$ cat src/logic/scs_params.svh
`ifndef SCS_PARAMS_SVH
`define SCS_PARAMS_SVH
// Summary of operation
// - Code 1,0 starts zero-scale step
// - Code 1,1 starts full-scale step
// - Step lasts three periods, mode clears
// - Ready high from start until new word
// - Extra conversion; ready low after four
// - Ready may rise up to 128 clocks
// - Host ignores ready one modulator cycle
// - Host runs zero step before full
// - Steps use currently selected gain
// - Unipolar ends or bipolar midscale points
// - Later single step updates own coefficient
// - Host keeps full-scale below 1.05 limit; host logic does not check it
// - Span between 0.8 and 2.1 limits
// - Reset loads nominal coefficients
// - Host calibrates after oscillator start-up
// - Separate zero and full coefficient registers
`define SCS_MODE_NORMAL     2'h0
`define SCS_MODE_ZERO       2'h2
`define SCS_MODE_FULL       2'h3
`define SCS_MOD_CYCLE       128
`define SCS_STEP_PERIODS    3
`define SCS_CONV_PERIODS    1
`define SCS_ZERO_COEF_RST   24'h000000
`define SCS_FULL_COEF_RST   24'h800000
`define SCS_DATA_RST        16'h0000
`define SCS_HOST_WAIT_CYC   128
`endif

$ cat src/logic/scs_pkg.sv
package scs_pkg;
  typedef enum logic [1:0] {
    SCS_IDLE = 2'h0,
    SCS_SYNC = 2'h1,
    SCS_STEP = 2'h3,
    SCS_CONV = 2'h2
  } scs_state_t;
endpackage

$ cat src/logic/scs_link_if.sv
`timescale 1ns/1ps
// Host-to-converter link: a completed mode write and the ready line back.
interface scs_link_if;
  logic [1:0]  calMode;
  logic        calWrite;
  logic [1:0]  calModeRead;
  logic        dataReady_n;
  logic [15:0] dataWord;
  modport device (input calMode, input calWrite, output calModeRead, output dataReady_n, output dataWord);
  modport host   (output calMode, output calWrite, input calModeRead, input dataReady_n, input dataWord);
endinterface

$ cat src/logic/scs_device.sv
`timescale 1ns/1ps
`include "scs_params.svh"
module scs_device #(
  parameter int PERIOD_CYC = 1024,
  parameter int CW         = 24
) (
  input  wire logic          core_clk,
  input  wire logic          rst_n,
  scs_link_if.device         link,
  input  wire logic          bipolarMode,
  input  wire logic [2:0]    gainSel,
  input  wire logic [CW-1:0] modulatorSample,
  output logic [CW-1:0]      zeroCoef,
  output logic [CW-1:0]      fullCoef,
  output logic [2:0]         calGain,
  output logic               calBipolar,
  output logic               calBusy
);
  // ---------------------------------------------------------------
  // Sequencer state
  // ---------------------------------------------------------------
  scs_pkg::scs_state_t state_r, state_nxt;
  logic [15:0]   cnt_r;
  logic [1:0]    per_r;
  logic [1:0]    mode_r;
  logic          rdyN_r;
  logic [15:0]   data_r;
  logic [CW-1:0] zero_r, full_r;
  logic [2:0]    gain_r;
  logic          bip_r;
  logic [6:0]    mod_r;

  // ---------------------------------------------------------------
  // Decode
  // ---------------------------------------------------------------
  // A step starts only on a calibration code.
  wire startZero  = link.calWrite && link.calMode == `SCS_MODE_ZERO;
  wire startFull  = link.calWrite && link.calMode == `SCS_MODE_FULL;
  wire startCal   = startZero || startFull;
  wire periodEnd  = cnt_r == 16'(PERIOD_CYC - 1);
  wire modEdge    = mod_r == 7'(`SCS_MOD_CYCLE - 1);
  wire stepDone   = state_r == scs_pkg::SCS_STEP && periodEnd && per_r == 2'(`SCS_STEP_PERIODS - 1);
  wire convDone   = state_r == scs_pkg::SCS_CONV && periodEnd;
  // Normal conversions complete once per period while idle.
  wire idleWord   = state_r == scs_pkg::SCS_IDLE && periodEnd && !startCal;

  // Next-state selection; a new command restarts the sequence.
  always_comb begin
    state_nxt = state_r;
    unique case (state_r)
      scs_pkg::SCS_IDLE: if (startCal) state_nxt = rdyN_r ? scs_pkg::SCS_STEP : scs_pkg::SCS_SYNC;
      scs_pkg::SCS_SYNC: if (modEdge) state_nxt = scs_pkg::SCS_STEP;
      scs_pkg::SCS_STEP: if (stepDone) state_nxt = scs_pkg::SCS_CONV;
      scs_pkg::SCS_CONV: if (convDone) state_nxt = scs_pkg::SCS_IDLE;
    endcase
    if (startCal && state_r != scs_pkg::SCS_IDLE) begin
      state_nxt = scs_pkg::SCS_STEP;
    end
  end

  // ---------------------------------------------------------------
  // Registers
  // ---------------------------------------------------------------
  // Modulator cycle divider runs freely.
  always_ff @(posedge core_clk or negedge rst_n) begin
    if (!rst_n) mod_r <= 7'h00;
    else        mod_r <= mod_r + 7'h01;
  end

  // Period counter, restarted by each command and held in sync, so step timing counts from the command or the sync edge.
  always_ff @(posedge core_clk or negedge rst_n) begin
    if (!rst_n) begin
      cnt_r <= 16'h0000;
      per_r <= 2'h0;
    end else if (startCal || periodEnd || state_r == scs_pkg::SCS_SYNC) begin
      cnt_r <= 16'h0000;
      per_r <= (startCal || state_r != scs_pkg::SCS_STEP || stepDone) ? 2'h0 : per_r + 2'h1;
    end else begin
      cnt_r <= cnt_r + 16'h0001;
    end
  end

  always_ff @(posedge core_clk or negedge rst_n) begin
    if (!rst_n) state_r <= scs_pkg::SCS_IDLE;
    else        state_r <= state_nxt;
  end

  // Mode bits read back the running step and clear at its end.
  always_ff @(posedge core_clk or negedge rst_n) begin
    if (!rst_n)        mode_r <= `SCS_MODE_NORMAL;
    else if (startCal) mode_r <= link.calMode;
    else if (stepDone) mode_r <= `SCS_MODE_NORMAL;
  end

  // Gain and polarity are frozen at the command for the whole step.
  always_ff @(posedge core_clk or negedge rst_n) begin
    if (!rst_n) begin
      gain_r <= 3'h0;
      bip_r  <= 1'b0;
    end else if (startCal) begin
      gain_r <= gainSel;
      bip_r  <= bipolarMode;
    end
  end

  // Each step writes only its own coefficient; reset loads nominal values.
  always_ff @(posedge core_clk or negedge rst_n) begin
    if (!rst_n) begin
      zero_r <= CW'(`SCS_ZERO_COEF_RST);
      full_r <= CW'(`SCS_FULL_COEF_RST);
    end else if (stepDone && mode_r == `SCS_MODE_ZERO) begin
      zero_r <= modulatorSample;
    end else if (stepDone && mode_r == `SCS_MODE_FULL) begin
      full_r <= modulatorSample;
    end
  end

  // Data word and ready line; no load while a step runs.
  always_ff @(posedge core_clk or negedge rst_n) begin
    if (!rst_n) begin
      rdyN_r <= 1'b1;
      data_r <= `SCS_DATA_RST;
    end else if (state_r == scs_pkg::SCS_SYNC && modEdge) begin
      rdyN_r <= 1'b1;
    end else if (startCal && rdyN_r) begin
      rdyN_r <= 1'b1;
    end else if (convDone || idleWord) begin
      rdyN_r <= 1'b0;
      data_r <= 16'(modulatorSample - zero_r);
    end
  end

  // ---------------------------------------------------------------
  // Outputs
  // ---------------------------------------------------------------
  assign link.calModeRead = mode_r;
  assign link.dataReady_n = rdyN_r;
  assign link.dataWord    = data_r;
  assign zeroCoef         = zero_r;
  assign fullCoef         = full_r;
  assign calGain          = gain_r;
  assign calBipolar       = bip_r;
  always_ff @(posedge core_clk or negedge rst_n) begin
    if (!rst_n) calBusy <= 1'b0;
    else        calBusy <= state_nxt == scs_pkg::SCS_STEP;
  end
endmodule

$ cat src/flat_wrapper.sv
// flat-port wrapper written by rule: the top's interface ports become plain ports
module scs_device_flat 
#(
  parameter int PERIOD_CYC = 1024,
  parameter int CW         = 24
)
  (core_clk, rst_n, bipolarMode, gainSel, modulatorSample, zeroCoef, fullCoef, calGain, calBipolar, calBusy, link_calMode, link_calWrite, link_calModeRead, link_dataReady_n, link_dataWord);
  scs_link_if link_i ();
  input  wire logic core_clk;
  input  wire logic rst_n;
  input  wire logic bipolarMode;
  input  wire logic [2:0] gainSel;
  input  wire logic [CW-1:0] modulatorSample;
  output logic [CW-1:0] zeroCoef;
  output logic [CW-1:0] fullCoef;
  output logic [2:0] calGain;
  output logic calBipolar;
  output logic calBusy;
  input wire logic [$bits(link_i.calMode)-1:0] link_calMode;
  input wire logic [$bits(link_i.calWrite)-1:0] link_calWrite;
  output wire logic [$bits(link_i.calModeRead)-1:0] link_calModeRead;
  output wire logic [$bits(link_i.dataReady_n)-1:0] link_dataReady_n;
  output wire logic [$bits(link_i.dataWord)-1:0] link_dataWord;
  assign link_i.calMode = link_calMode;
  assign link_i.calWrite = link_calWrite;
  assign link_calModeRead = link_i.calModeRead;
  assign link_dataReady_n = link_i.dataReady_n;
  assign link_dataWord = link_i.dataWord;
  scs_device #(.PERIOD_CYC(PERIOD_CYC), .CW(CW)) u_core (.core_clk(core_clk), .rst_n(rst_n), .link(link_i), .bipolarMode(bipolarMode), .gainSel(gainSel), .modulatorSample(modulatorSample), .zeroCoef(zeroCoef), .fullCoef(fullCoef), .calGain(calGain), .calBipolar(calBipolar), .calBusy(calBusy));
endmodule
$ cat config.mk
export PLATFORM = sky130hd
export DESIGN_NAME = scs_device_flat
export DESIGN_NICKNAME = d
export VERILOG_FILES = /design/src/logic/scs_pkg.sv /design/src/logic/scs_link_if.sv /design/src/logic/scs_device.sv /design/src/flat_wrapper.sv
export VERILOG_INCLUDE_DIRS = /design/src /design/src/logic
export SDC_FILE = /design/constraint.sdc
export NUM_CORES = 1
export LEC_CHECK = 0
export BUFFER_PORTS_ARGS = -buffer_cell sky130_fd_sc_hd__buf_2
export CORE_MARGIN = 4
export CORE_UTILIZATION = 35
export CTS_CLUSTER_DIAMETER = 80
export CTS_CLUSTER_SIZE = 8
export DETAILED_ROUTE_END_ITERATION = 8
export SKIP_CTS_REPAIR_TIMING = 1
export SLEW_MARGIN = 15
export SYNTH_ARGS = -nofsm -noshare
export SYNTH_HDL_FRONTEND = slang
export SYNTH_SLANG_ARGS = --single-unit
$ cat constraint.sdc
create_clock -name core_clk -period 3.5 [get_ports core_clk]
set_input_delay 0.7 -clock core_clk [delete_from_list [all_inputs] [get_ports core_clk]]
set_output_delay 0.7 -clock core_clk [all_outputs]
set_load 0.05 [all_outputs]
### Word-level counts from Yosys, hierarchy flattened

Index checks and enable logic that the tools add are counted.

| operators by class | value |
|---|---|
| $add $sub $neg | 4 |
| equal/unequal tests | 12 |
| mux-type cells | 14 |
| bitwise operators | 3 |
| reductions and logical operators | 25 |

Operators with widths:

| kind | count |
|---|---|
| $mux W2 | 9 |
| $add A16 B1 Y16 const B | 1 |
| $eq A16 B10 Y1 const B | 1 |
| $eq A2 B2 Y1 const B | 8 |
| $mux W16 | 1 |
| $sub A16 B16 Y16 | 1 |
| $logic_and A1 B1 Y1 | 12 |
| $pmux W2 S4 | 1 |
| $add A7 B1 Y7 const B | 1 |
| $eq A7 B7 Y1 const B | 1 |
| $logic_or A1 B1 Y1 | 6 |
| $reduce_bool A2 Y1 | 2 |
| $mux W1 | 3 |
| $not A1 Y1 | 3 |
| $reduce_and A3 Y1 | 1 |
| $reduce_bool A3 Y1 | 1 |
| $add A2 B1 Y2 const B | 1 |
| $eq A2 B1 Y1 const B | 1 |
| $logic_not A2 Y1 | 1 |
| $ne A2 B2 Y1 const B | 1 |
| $reduce_and A2 Y1 | 1 |
| $logic_not A1 Y1 | 1 |

| storage, ports and cells | value |
|---|---|
| flip-flop bits (word level) | 99 |

### Depth between registers and ports, before layout

| depth | value |
|---|---|
| word-level depth | 9 |
| mapped depth | 9 |
| gate-level depth less buffers | 9 |

### Worst setup path after synthesis

No wires, ideal clock.

| timing path | value |
|---|---|
| path kind | register to register |
| from | reg u_core.zero_r[6] (netlist: u_core.zeroCoef[6]) |
| to | reg u_core.data_r[13] (netlist: u_core.link.dataWord[13]) |
| library setup time | 69 ps |
| data arrival time | 2350 ps |
| data required time | 3431 ps |
| setup slack | 1081 ps |
| cell stages (with the launch flop) | 9 |
| path buffers | 0 |
| cells stage by stage | dfrtp_1 > inv_1 > ha_1 > o21ai_0 > or3b_2 > a31oi_1 > o2111ai_1 > a211o_1 > nand3_1 |

| between the ends | value |
|---|---|
| word-level cells in the longest chain between the ends | 1 |

Ends and longest elaborated chain:

| what | RTL line | source |
|---|---|---|
| start, declared | scs_device.sv:28 | `logic [CW-1:0] zero_r, full_r;` |
| start signal, assigned | scs_device.sv:109 | `` zero_r <= CW'(`SCS_ZERO_COEF_RST); `` |
| start signal, assigned | scs_device.sv:112 | `zero_r <= modulatorSample;` |
| $sub A16 B16 Y16 | scs_device.sv:129 | `data_r <= 16'(modulatorSample - zero_r);` |
| end signal, assigned | scs_device.sv:122 | `` data_r <= `SCS_DATA_RST; `` |
| end signal, assigned | scs_device.sv:129 |  |
| end, declared | scs_device.sv:27 | `logic [15:0] data_r;` |

Every way passes these cells.
A chain may end at the register's enable or synchronous reset.

### Worst setup path after layout

| timing path | value |
|---|---|
| from | reg u_core.cnt_r[0] |
| to | reg u_core.zero_r[16] (netlist: u_core.zeroCoef[16]) |

| between the ends | value |
|---|---|
| word-level cells in the longest chain between the ends | 4 |

Ends and longest elaborated chain:

| what | RTL line | source |
|---|---|---|
| start, declared | scs_device.sv:23 | `logic [15:0] cnt_r;` |
| start signal, assigned | scs_device.sv:79 | `cnt_r <= cnt_r + 16'h0001;` |
| $eq A16 B10 Y1 | scs_device.sv:40 | `wire periodEnd = cnt_r == 16'(PERIOD_CYC - 1);` |
| $logic_and A1 B1 Y1 (2 in a row) | scs_device.sv:42 | `` wire stepDone = state_r == scs_pkg::SCS_STEP && periodEnd && per_r == 2'(`SCS_STEP_PERIODS - 1); `` |
| $logic_and A1 B1 Y1 (no line) | -- |  |

Every way passes these cells.

==> flow_summary.json <==
{
  "viasPerCell": 4.76,
  "cts_root_buf": "clkbuf_16",
  "htreeDepth": 3,
  "mostFrequentLayoutCells": "103 x buf_2, 97 x dfrtp_1, 49 x mux2_2, 45 x nand2_1, 27 x o21ai_0",
  "track_usage_pct": 13.9,
  "maxSlewHeadroom_pct": 54.5,
  "worstPathRequired_ns": 3.73,
  "min_period_ns": 2.66,
  "yosysTopAreaCellShare_pct": 52.7,
  "final_area_um2": 5630,
  "clk_pin_slew_worst_paths_ns": 0.06,
  "clockBufferDepth": 2,
  "seqCellArea_um2": 2480,
  "drc_errors": 0,
  "cts_buffers": 9,
  "utilization_pct": 44.1,
  "fin_tns_setup_ns": 0,
  "cp-start-kind": "flip-flop",
  "portBuffers": 104,
  "final_nets": 568,
  "finalMaxSlewViolations": 0,
  "tightest_slew_ns": 0.681,
  "die_y_um": 123,
  "antenna_found_initial": 0,
  "layout_commonest_cell": "buf_2",
  "hold_viol": 0,
  "syn_to_final_growth_pct": 22.2,
  "dp_slack_ns": 0.728,
  "rsz0062_at_grt": "false",
  "yosysTopAreaCell": "dfrtp_1",
  "synth-seq-area-share_pct": 53.9,
  "grt_overflow": 0,
  "holdWs_ns": 0.398,
  "crit_type": "flip-flop to flip-flop",
  "place_area_um2": 5350,
  "synth-seq-cells": 99,
  "drtIter0Drc": 108,
  "setup_viol": 0,
  "p_leak_nw": 2.78,
  "layout-drive-gt1-share_pct": 34.9,
  "finalWirelength_mm": 9.93,
  "dp_cells": 677,
  "synth_edf_count": 0,
  "initial_core_util_pct": 36.0,
  "multiInputGateArea_um2": 2000,
  "path_max_fanout": 24,
  "vias": 3301,
  "cp.arrival_ns": 2.89,
  "clkSinkCount": 99,
  "rows": 41,
  "async_flop_share_pct": 100,
  "power.total_mw": 2.46,
  "synth_fp_nets": 456,
  "endpoint_kind": "flip-flop",
  "dieArea_um2": 15100,
  "grt_pass1_vias": 3277,
  "cts_tree": "built",
  "vdd_drop_max_mv": 0.223,
  "hp-class": "primary input to async pin",
  "synth_cell_types": 45,
  "netlist_area_um2": 4600,
  "antenna_cells": 0,
  "drv_cap": 0,
  "power_density_nw_per_um2": 436,
  "status": "finished, final reports clean",
  "core-area_um2": 12800,
  "fmax_mhz": 376,
  "dr.pass1.iters": 4,
  "grt_max_degree": 53,
  "place.gp.congestion": 0.801,
  "netlist_instances": 404,
  "instances_no_fill": 693,
  "die_x_um": 123,
  "wl_per_cell_um": 14.3,
  "finalCritPeriodShare_pct": 76.0,
  "grt_pass1_wl_mm": 16.2,
  "fin_ws_ns": 0.840,
  "yosys_warnings": 0,
  "insertion_delay_ns": 0.35,
  "dp_hpwl_mm": 7.31,
  "synth_ff_type": "dfrtp_1",
  "ioPinCount": 105,
  "fillers": 1234,
  "syn_area_per_cell_um2": 11.4,
  "synth_area_leaders": "dfrtp_1 53%, mux2_2 12%, ha_1 4.9%, nand2_1 3.7%, xor2_1 3.6%",
  "ant_nets": 0,
  "worst_clock_skew_ns": 0.00881
}
[critical path, stage by stage, from the launching register on]
cell and delay (ns):
dfrtp_1 0.38, ha_1 0.22, and4_1 0.28, and3_1 0.27, nand2_2 0.13, or2_1 0.29
nor3b_4 0.19, buf_4 0.38, mux2_2 0.38
[cell type report]
| type | count | area share (%) |
|---|---|---|
| timing repair buffer | 109 | 10.2 |
| inverter | 21 | 1.40 |
| clock buffer | 11 | 4.49 |
| tap | 172 | 3.82 |
| multi-input combinational | 276 | 35.5 |
| clock inverter | 5 | 0.489 |
| sequential | 99 | 44.1 |
[logic make-up (layout without fill, tap and decap cells)]
logic type	count (synthesis)	count (layout)	share of synthesized area (%)
mux	51	51	12.4
fa+ha+maj	19	19	5.33
flops	99	99	53.9
simple gates	118	118	12.5
xor+xnor	30	30	5.71
compound gates	58	58	7.50
buf+inv	29	146	2.69
[synthesized netlist by cell type (2+ instances only)]
cell type	number
nor3_1	2
o21ai_0	27
and2_1	4
dfrtp_1	97
xor2_1	19
nand2_1	45
mux2i_1	2
buf_6	2
a211o_1	3
nand4_1	6
nor2_1	23
mux2_2	49
a21oi_1	14
inv_1	21
nor2b_1	2
ha_1	18
xnor2_1	11
and4_1	2
or3_1	3
clkbuf_1	6
and3_1	7
nand3_1	12
nand2b_1	6
dfstp_2	2
[power by group]
part	switching, mW	total [mW]	internal, mW	leakage [nW]
clock	0.423	0.939	0.516	0.141
combinational	0.202	0.298	0.0958	1.38
sequential	0.0328	1.22	1.19	1.26
total	0.658	2.46	1.80	2.78
[path summary, 6_finish.rpt]
path	start	to	slack, ns	cells past startpoint
min in group core_clk	u_core.mod_r[0]$_DFF_PN0_	u_core.mod_r[0]$_DFF_PN0_	0.47	1
worst min register to register	u_core.mod_r[0]$_DFF_PN0_	u_core.mod_r[0]$_DFF_PN0_	0.47	1
worst min-delay path	rst_n	u_core.cnt_r[1]$_DFF_PN0_	0.40	1
worst max-delay path	u_core.cnt_r[0]$_DFF_PN0_	u_core.zeroCoef[16]$_DFFE_PN0P_	0.84	8
max in group asynchronous	rst_n	u_core.link.dataReady_n$_DFFE_PN1P_	2.37	2
worst max register to register	u_core.cnt_r[0]$_DFF_PN0_	u_core.zeroCoef[16]$_DFFE_PN0P_	0.84	8
[state kept, by name, summed over array words and instances, names as in the netlist]
register,cells
u_core.fullCoef,24
u_core.state_r,2
u_core.link.dataWord,16
u_core.mod_r,7
u_core.calBipolar,1
u_core.cnt_r,16
u_core.per_r,2
u_core.calBusy,1
u_core.zeroCoef,24
u_core.link.dataReady_n,1
u_core.link.calModeRead,2
u_core.calGain,3
[metal layers]
layer | share of wire [%] | routed length [um] | global-route usage [%] | up-vias
li1 | - | - | - | 1615
met1 | 45 | 4440 | 17.7 | 1598
met2 | 48 | 4750 | 22.3 | 80
met3 | 5.9 | 587 | 4.15 | 8
met4 | 1.5 | 151 | 4.83 | 0
met5 | 0 | 0 | 0 | -
No activity file was read; power rests on OpenSTA's default activity.
